[src/include/dsg_pkg.sv]
//----------------------------------------------------------------------------
// deep-sleep port clock gating and software reset: shared constants
//----------------------------------------------------------------------------
// Summary of operation
// - deep sleep: set bit clocks port, clear stops
// - access to gated port answers bus fault
// - deep-sleep gate bits reset to zero
// - power state picks run, sleep or deep mask
// - sleep masks used only with auto gating set
// - one gate bit per port, E=4 down A=0
// - gate bits 31:5 read zero, ignore writes
// - reset register writes masked by capability bits
// - bit 16 resets converter module 0
// - bit 3 resets the watchdog unit
// - reset register reads zero after reset
// - reset register bits 31:17,15:4,2:0 read zero
package dsg_pkg;

    //------------------------------------------------------------------------
    // register map (byte addresses)
    //------------------------------------------------------------------------
    localparam logic [11:0] ADDR_SOFT_RESET_CTRL_FIRST = 12'h040;
    localparam logic [11:0] ADDR_DEEP_SLEEP_GATE       = 12'h128;

    //------------------------------------------------------------------------
    // field layout and reset values
    //------------------------------------------------------------------------
    localparam int          NUM_PORTS          = 5;
    localparam int          BIT_CONV_RESET     = 16;
    localparam int          BIT_WDOG_RESET     = 3;
    localparam logic [31:0] GATE_WRITE_MASK    = 32'h0000_001F;
    localparam logic [31:0] SRST_WRITE_MASK    = 32'h0001_0008;
    localparam logic [31:0] SOFT_RESET_RST_VAL = 32'h0000_0000;
    localparam logic [4:0]  GATE_RST_VAL       = 5'h00;
    localparam logic [31:0] READ_ZERO          = 32'h0000_0000;

    // power states of the core
    typedef enum logic [1:0] {
        DSG_RUN,
        DSG_SLEEP,
        DSG_DEEP
    } dsg_power_t;

endpackage : dsg_pkg

[src/rtl/dsg_ctrl.sv]
`timescale 1ns/100ps
// deep-sleep port clock gating and software reset controls
module dsg_ctrl #(
    parameter int NUM_PORTS = dsg_pkg::NUM_PORTS
) (
    input  wire logic                 clock,
    input  wire logic                 rst_n,
    // register port
    input  wire logic [11:0]          reg_addr,
    input  wire logic [31:0]          reg_wdata,
    input  wire logic                 reg_wr,
    input  wire logic                 reg_rd,
    output logic      [31:0]          reg_rdata,
    // system state inputs
    input  wire logic [1:0]           power_state,
    input  wire logic                 auto_clock_gating,
    input  wire logic [NUM_PORTS-1:0] run_port_clock_gate,
    input  wire logic [NUM_PORTS-1:0] sleep_port_clock_gate,
    input  wire logic [31:0]          capability_mask_first,
    // port access monitor
    input  wire logic [NUM_PORTS-1:0] port_access,
    output logic      [NUM_PORTS-1:0] port_clk_en,
    output logic      [NUM_PORTS-1:0] port_bus_fault,
    // unit resets
    output logic                      conv_reset,
    output logic                      watchdog_reset_ctrl
);

    //------------------------------------------------------------------------
    // register state
    //------------------------------------------------------------------------
    logic [NUM_PORTS-1:0] gate_reg;     // deep-sleep gating bits
    logic [NUM_PORTS-1:0] gate_next;
    logic [31:0]          srst_reg;     // software reset register
    logic [31:0]          srst_next;
    logic [31:0]          rdata_reg;    // read data, one cycle late
    logic [31:0]          rdata_next;

    // address decode shared by read and write paths
    function automatic logic hit(input logic [11:0] a, input logic [11:0] off);
        hit = (a == off);
    endfunction : hit

    // write path: masked writes into implemented bits only
    always_comb begin
        gate_next = gate_reg;
        srst_next = srst_reg;
        if (reg_wr && hit(reg_addr, dsg_pkg::ADDR_DEEP_SLEEP_GATE)) begin
            // bits 31:5 are dropped
            gate_next = reg_wdata[NUM_PORTS-1:0];
        end
        if (reg_wr && hit(reg_addr, dsg_pkg::ADDR_SOFT_RESET_CTRL_FIRST)) begin
            // absent units keep their old value
            srst_next = (srst_reg & ~capability_mask_first)
                      | (reg_wdata & capability_mask_first
                         & dsg_pkg::SRST_WRITE_MASK);
            srst_next = srst_next & dsg_pkg::SRST_WRITE_MASK;
        end
    end

    // read path: unmapped addresses read zero
    always_comb begin
        rdata_next = dsg_pkg::READ_ZERO;
        if (reg_rd) begin
            if (hit(reg_addr, dsg_pkg::ADDR_DEEP_SLEEP_GATE)) begin
                rdata_next = {{(32-NUM_PORTS){1'b0}}, gate_reg};
            end else if (hit(reg_addr, dsg_pkg::ADDR_SOFT_RESET_CTRL_FIRST)) begin
                rdata_next = srst_reg;
            end else begin
                rdata_next = dsg_pkg::READ_ZERO;
            end
        end
    end

    //------------------------------------------------------------------------
    // register update
    //------------------------------------------------------------------------
    always_ff @(posedge clock) begin
        if (!rst_n) begin
            gate_reg  <= dsg_pkg::GATE_RST_VAL[NUM_PORTS-1:0];
            srst_reg  <= dsg_pkg::SOFT_RESET_RST_VAL;
            rdata_reg <= dsg_pkg::READ_ZERO;
        end else begin
            gate_reg  <= gate_next;
            srst_reg  <= srst_next;
            rdata_reg <= rdata_next;
        end
    end

    //------------------------------------------------------------------------
    // gate selection and fault detection
    //------------------------------------------------------------------------
    logic [NUM_PORTS-1:0] gate_sel;     // mask in force now
    logic [NUM_PORTS-1:0] fault_comb;   // access hitting a gated port

    dsg_port_gate #(
        .NUM_PORTS                  (NUM_PORTS)
    ) u_gate (
        .power_state                (power_state),
        .auto_clock_gating          (auto_clock_gating),
        .run_port_clock_gate        (run_port_clock_gate),
        .sleep_port_clock_gate      (sleep_port_clock_gate),
        .deep_sleep_port_clock_gate (gate_reg),
        .port_access                (port_access),
        .gate_en                    (gate_sel),
        .access_fault               (fault_comb)
    );

    //------------------------------------------------------------------------
    // registered outputs
    //------------------------------------------------------------------------
    // one cycle of latency keeps every output straight from a flop
    logic [NUM_PORTS-1:0] clk_en_reg;
    logic [NUM_PORTS-1:0] clk_en_next;
    logic [NUM_PORTS-1:0] fault_reg;
    logic [NUM_PORTS-1:0] fault_next;
    logic                 conv_rst_reg;
    logic                 conv_rst_next;
    logic                 wdog_rst_reg;
    logic                 wdog_rst_next;

    always_comb begin
        clk_en_next   = gate_sel;
        fault_next    = fault_comb;
        conv_rst_next = srst_next[dsg_pkg::BIT_CONV_RESET];
        wdog_rst_next = srst_next[dsg_pkg::BIT_WDOG_RESET];
    end

    always_ff @(posedge clock) begin
        if (!rst_n) begin
            clk_en_reg   <= '0;
            fault_reg    <= '0;
            conv_rst_reg <= 1'b0;
            wdog_rst_reg <= 1'b0;
        end else begin
            clk_en_reg   <= clk_en_next;
            fault_reg    <= fault_next;
            conv_rst_reg <= conv_rst_next;
            wdog_rst_reg <= wdog_rst_next;
        end
    end

    assign reg_rdata           = rdata_reg;
    assign port_clk_en         = clk_en_reg;
    assign port_bus_fault      = fault_reg;
    assign conv_reset          = conv_rst_reg;
    assign watchdog_reset_ctrl = wdog_rst_reg;

endmodule : dsg_ctrl

[src/rtl/dsg_port_gate.sv]
`timescale 1ns/100ps
// per-port gate selection and fault check
module dsg_port_gate #(
    parameter int NUM_PORTS = 5
) (
    input  wire logic [1:0]           power_state,
    input  wire logic                 auto_clock_gating,
    input  wire logic [NUM_PORTS-1:0] run_port_clock_gate,
    input  wire logic [NUM_PORTS-1:0] sleep_port_clock_gate,
    input  wire logic [NUM_PORTS-1:0] deep_sleep_port_clock_gate,
    input  wire logic [NUM_PORTS-1:0] port_access,
    output logic      [NUM_PORTS-1:0] gate_en,
    output logic      [NUM_PORTS-1:0] access_fault
);

    //------------------------------------------------------------------------
    // mask selection by power state
    //------------------------------------------------------------------------
    // without auto gating, sleep states keep the run mask
    always_comb begin
        case (power_state)
            dsg_pkg::DSG_SLEEP: begin
                gate_en = auto_clock_gating ? sleep_port_clock_gate
                                            : run_port_clock_gate;
            end
            dsg_pkg::DSG_DEEP: begin
                gate_en = auto_clock_gating ? deep_sleep_port_clock_gate
                                            : run_port_clock_gate;
            end
            default: begin
                gate_en = run_port_clock_gate;
            end
        endcase
    end

    //------------------------------------------------------------------------
    // fault on access to an unclocked port
    //------------------------------------------------------------------------
    genvar g;
    generate
        for (g = 0; g < NUM_PORTS; g++) begin : g_fault
            assign access_fault[g] = port_access[g] & ~gate_en[g];
        end
    endgenerate

endmodule : dsg_port_gate

[config.mk]
export PLATFORM = sky130hd
export DESIGN_NAME = dsg_ctrl
export DESIGN_NICKNAME = d
export VERILOG_FILES = /design/src/include/dsg_pkg.sv /design/src/rtl/dsg_ctrl.sv /design/src/rtl/dsg_port_gate.sv
export SDC_FILE = /design/constraint.sdc
export NUM_CORES = 1
export LEC_CHECK = 0
export BUFFER_PORTS_ARGS = -buffer_cell sky130_fd_sc_hd__buf_2
export CORE_ASPECT_RATIO = 1.75
export CORE_MARGIN = 2
export CORE_UTILIZATION = 35
export DETAILED_ROUTE_END_ITERATION = 6
export GPL_ROUTABILITY_DRIVEN = 0
export PLACE_DENSITY = 0.95
export SLEW_MARGIN = 40
export SYNTH_ARGS = -nofsm -noshare
export SYNTH_HDL_FRONTEND = slang
export SYNTH_SLANG_ARGS = --single-unit
[constraint.sdc]
create_clock -name clock -period 4 [get_ports clock]
set_input_delay 0.4 -clock clock [delete_from_list [all_inputs] [get_ports clock]]
set_output_delay 0.4 -clock clock [all_outputs]
set_load 0.01 [all_outputs]
== Word level (Yosys, flattened, before mapping) ==
Cells that the tools add are included.
Widths: inputs -> output; s select.

* Bitwise operators: 17
* Reductions and logical operators: 4
* Eq/ne operators: 4
* Mux-type cells: 6

{| class="wikitable"
|+ Operators by type and width
! operator !! number
|-
| $and 17x17->17 || 2
|-
| $mux 17 || 1
|-
| $not 17->17 || 1
|-
| $or 17x17->17 || 1
|-
| $mux 5 || 3
|-
| $eq 12x7->1 const B || 1
|-
| $eq 12x9->1 const B || 1
|-
| $pmux 5 s2 || 1
|-
| $not 1->1 || 8
|-
| $and 1x1->1 || 5
|-
| $mux 4 || 1
|-
| $reduce_or 4->1 || 1
|-
| $eq 2x1->1 const B || 1
|-
| $eq 2x2->1 const B || 1
|-
| $logic_and 1x1->1 || 2
|-
| $reduce_and 2->1 || 1
|}

* Logic and storage cells: 39
* Register bits: 25
* Input port bits: 98
* Output and inout bits: 44

== Depth between registers and ports, before layout ==
* Word-level depth: 4
* Mapped depth: 5
* Gate-level depth less buffers: 5

== Modules after synthesis ==
Synthesis repeated with hierarchy kept, for this count alone.

* Cell total of the unflattened synthesis: 135
* Area, all modules: 1248.7 sq um

{| class="wikitable"
|+ By module, submodules not included
! module !! seq. area each (sq um) !! times used !! cells each !! area each (sq um)
|-
| dsg_ctrl || 460.4 || 1 || 103 || 1034.7
|-
| dsg_port_gate || 0.0 || 1 || 32 || 214.0
|}

== Least setup slack after synthesis ==
OpenSTA, ideal clock, no wires.

* Path kind: input-to-reg
* Start: in reg_addr[7]
* End: reg gate_reg[0]
* Stages: 3
* Setup time: 72 ps
* Data arrival time: 1540 ps
* Slack: 2388 ps
* Required time: 3928 ps
* Path buffers: 0
* Path through: or4_4 > nor4_4 > mux2i_1

* Cells in the longest elaborated chain, start to end: 2

{| class="wikitable"
|+ Ends and longest elaborated chain
! what !! line !! source
|-
| from (decl) || dsg_ctrl.sv:9 || <nowiki>input wire logic [11:0] reg_addr,</nowiki>
|-
| $eq 12x9->1 || dsg_ctrl.sv:41 || <nowiki>hit = (a == off);</nowiki>
|-
| $logic_and 1x1->1 || dsg_ctrl.sv:48 || <nowiki>if (reg_wr && hit(reg_addr, dsg_pkg::ADDR_DEEP_SLEEP_GATE)) begin</nowiki>
|-
| to (signal assigned) || dsg_ctrl.sv:80 || <nowiki>gate_reg <= dsg_pkg::GATE_RST_VAL[NUM_PORTS-1:0];</nowiki>
|-
| to (signal assigned) || dsg_ctrl.sv:84 || <nowiki>gate_reg <= gate_next;</nowiki>
|-
| to (decl) || dsg_ctrl.sv:32 || <nowiki>logic [NUM_PORTS-1:0] gate_reg;</nowiki>
|}

No other way between the ends.
A chain may end at the register's enable or synchronous reset.

== Worst setup path in the final report ==
* Start: in reg_addr[7]
* End: reg gate_reg[1]

Same word-level chain as after synthesis.

==> flow_metrics.py <==
metrics = {
    "placed_design": {
        "placed_cells": 228,
        "post-dp-hpwl_um": 2100,
        "detailed_place.area_um2": 1430,
        "io_buffers": 59,
        "dpl_worst_slack_ns": 2.17,
    },
    "power_and_ir_drop": {
        "power_frac_comb_pct": 15.7,
        "power_report.internal_total_mw": 0.336,
        "p_sw_mw": 0.109,
        "share_of_power_burned_in_registers_pct": 53.1,
        "power_density_nw_per_um2": 303,
        "power.ir.vdd_worst_v": 0.000127,
        "p_leak_nw": 0.728,
        "share_clk_of_total_power_pct": 31.2,
        "sw_frac_of_total_pct": 24.5,
    },
    "synth": {
        "synth-edff-count": 0,
        "post_synth_num_cell_types": 27,
        "synth_sequential_area_ratio_pct": 38.9,
        "synth-async-reset-ratio_pct": 0,
        "yosysTopAreaCell": "sky130_fd_sc_hd__dfxtp_1",
        "synth_seq_cells": 23,
        "synth-main-ff-cell": "sky130_fd_sc_hd__dfxtp_1",
        "ys_top_cells_by_area": "sky130_fd_sc_hd__dfxtp_1 39%, sky130_fd_sc_hd__buf_4 16%, sky130_fd_sc_hd__nand2_1 6.0%, sky130_fd_sc_hd__mux2i_1 5.9%, sky130_fd_sc_hd__a22o_1 3.7%",
        "synth-warning-count": 0,
        "synthesis.instances": 127,
        "syn_area_um2": 1180,
        "synth.top_cell.area_share_pct": 38.9,
        "post_synth.cell_area_avg_um2": 9.32,
    },
    "clock_network": {
        "post_cts_clock_slew_at_the_launch_and_capture_registers_of_the_worst_setup_and_hold_paths_ns": 0.07,
        "cts_buffer_depth": 2,
        "cts_root_buffer": "sky130_fd_sc_hd__clkbuf_8",
        "cts_tree": "done",
        "cts.sink_count": 23,
        "ctsHtreeMaxLevel": 1,
        "postCtsSetupRepairBufs": 0,
        "cts.hold.buffers_added": 0,
        "cts_resized": 0,
        "worst_skew_pair.late_latency_ns": 0.26,
        "cts_made_buffers": 3,
    },
    "finish": {
        "largest_reg_flops": 6,
        "synthToLayoutAreaGrowth_pct": 24.3,
        "filler_cell_count": 356,
        "final_net_count": 288,
        "finish.cell_count_without_fillers": 232,
        "register_area_um2": 460,
        "layout_commonest_cell": "sky130_fd_sc_hd__buf_2",
        "stdcell_area_um2": 1470,
        "multi_input_comb_area_um2": 603,
        "antenna_cells_inserted": 0,
        "most-common-layout-cells": "59 x sky130_fd_sc_hd__buf_2, 26 x sky130_fd_sc_hd__conb_1, 23 x sky130_fd_sc_hd__dfxtp_1",
        "drive_above_1_share_pct": 35.8,
    },
    "sta": {
        "final_max_slew_viol_count": 0,
        "timing.hold.ws_ns": 0.383,
        "tns_ns": 0,
        "fin_crit_ns": 1.55,
        "final-hold-violation-count": 0,
        "slew-limit-headroom_pct": 55.7,
        "rsz0062_at_grt": "false",
        "setup_viol": 0,
        "worst_slew_pin_slew_ns": 0.656,
        "fmax_mhz": 646,
        "worst_slack_ns": 2.45,
        "finalCritPeriodShare_pct": 38.7,
        "fin_skew_ns": 0.00112,
    },
    "global_routing": {
        "global_route.overflow_total": 0,
        "grt_pass1_wl_um": 3560,
        "first_global_vias": 869,
        "gr-usage-all-layers_pct": 12.6,
        "grt_antenna_before_repair": 0,
        "maximum_number_of_pins_on_one_net_before_global_route_repair": 25,
    },
    "routing": {
        "drt-total-wl_um": 2470,
        "avgRoutedWirePerCell_um": 10.7,
        "ant_nets": 0,
        "dr.first_iter.drc_count": 12,
        "first_pass_iters": 4,
        "drcViolationCount": 0,
        "detail_route.vias_per_cell": 4.38,
        "route.vias.total": 1016,
    },
    "setup_path": {
        "critPathArrivalTime_ns": 1.74,
        "startpoint_type": "input pin",
        "endpoint_kind": "flip-flop",
        "worstPathMaxFanout": 5,
        "critical_path_required_ns": 4.19,
        "critical_path_class": "in2reg",
    },
    "floorplan": {
        "num_io_pins": 142,
        "floorplan.die.height_um": 80.9,
        "die-area_um2": 3880,
        "die_w_um": 48.0,
        "core_um2": 3290,
        "initial_core_util_pct": 35.9,
        "row_count": 28,
    },
    "run": {
        "maxCapViolations": 0,
    },
    "min_path": {
        "hold_path_class": "in2reg",
    },
    "run_status": {
        "outcome": "completed",
    },
}
path summary, 6_finish.rpt:
kind | startpoint | end | slack (ns) | cells after the start
min | reg_wdata[2] | gate_reg[2] | 0.38 | 3
min reg2reg | flip-flop | reg_rdata[16] | 0.48 | 2
max | reg_addr[7] | gate_reg[1] | 2.45 | 4
max reg2reg | gate_reg[3] | port_bus_fault[3] | 3.11 | 3
cells by family (layout without fill, tap and decap cells):
kind of cell / after synthesis / after routing / share of synthesized area [%]
simple gates: 46 / 46 / 24.1
buf+inv: 31 / 66 / 18.1
flops: 23 / 23 / 38.9
compound gates: 17 / 17 / 10.6
mux: 7 / 7 / 5.92
fa+ha+maj: 2 / 2 / 2.11
other cells: 1 / 26 / 0.317
cell type report:
class	count	area share, %
multi-input combinational	98	41.0
sequential	23	31.3
timing repair buffer	59	20.1
tap	45	3.83
clock buffer	4	3.06
inverter	3	0.765
power by group through the flow:
stage | Combinational [mW] | Sequential [mW] | Clock [mW]
after global placement | 0.0678 | 0.242 | 0
after CTS | 0.0697 | 0.236 | 0.143
after detailed placement | 0.0696 | 0.242 | 0
after floorplan | 0.0527 | 0.246 | 0
final | 0.0700 | 0.236 | 0.139
after global routing | 0.0778 | 0.237 | 0.150
metal layers:
layer  GRT usage, %  wire length [µm]  part of all wire (%)  vias up
met5              0                 0                     0        -
met4           7.30                63                   2.5        0
met3           2.44               207                   8.4        6
met2           21.6              1280                    52       55
met1           13.4               920                    37      445
li1               -                 -                     -      510
metrics by stage:
stage	total power [mW]	util, %
finish	0.445	44.7
global route	0.465	44.7
CTS	0.449	44.7
detailed placement	0.311	43.3
global placement	0.310	43.3
floorplan	0.298	-
cell usage after synthesis, types with 2 or more instances:
| library cell | number |
|---|---|
| sky130_fd_sc_hd__a22o_1 | 5 |
| sky130_fd_sc_hd__mux2i_1 | 7 |
| sky130_fd_sc_hd__nor2_1 | 3 |
| sky130_fd_sc_hd__and4_1 | 5 |
| sky130_fd_sc_hd__ha_1 | 2 |
| sky130_fd_sc_hd__o21ai_0 | 5 |
| sky130_fd_sc_hd__dfxtp_1 | 23 |
| sky130_fd_sc_hd__nor4b_1 | 2 |
| sky130_fd_sc_hd__and2_1 | 4 |
| sky130_fd_sc_hd__nor4bb_1 | 3 |
| sky130_fd_sc_hd__nand2_1 | 19 |
| sky130_fd_sc_hd__clkbuf_1 | 2 |
| sky130_fd_sc_hd__a21boi_0 | 5 |
| sky130_fd_sc_hd__nand4_1 | 2 |
| sky130_fd_sc_hd__buf_4 | 26 |
| sky130_fd_sc_hd__inv_1 | 3 |
critical path: stages:
cell and delay, ns:
sky130_fd_sc_hd__buf_2 0.10, sky130_fd_sc_hd__or4_4 0.56, sky130_fd_sc_hd__nor4_4 0.44, sky130_fd_sc_hd__mux2i_1 0.24
Note: power is estimated with default switching activity, not from simulation.
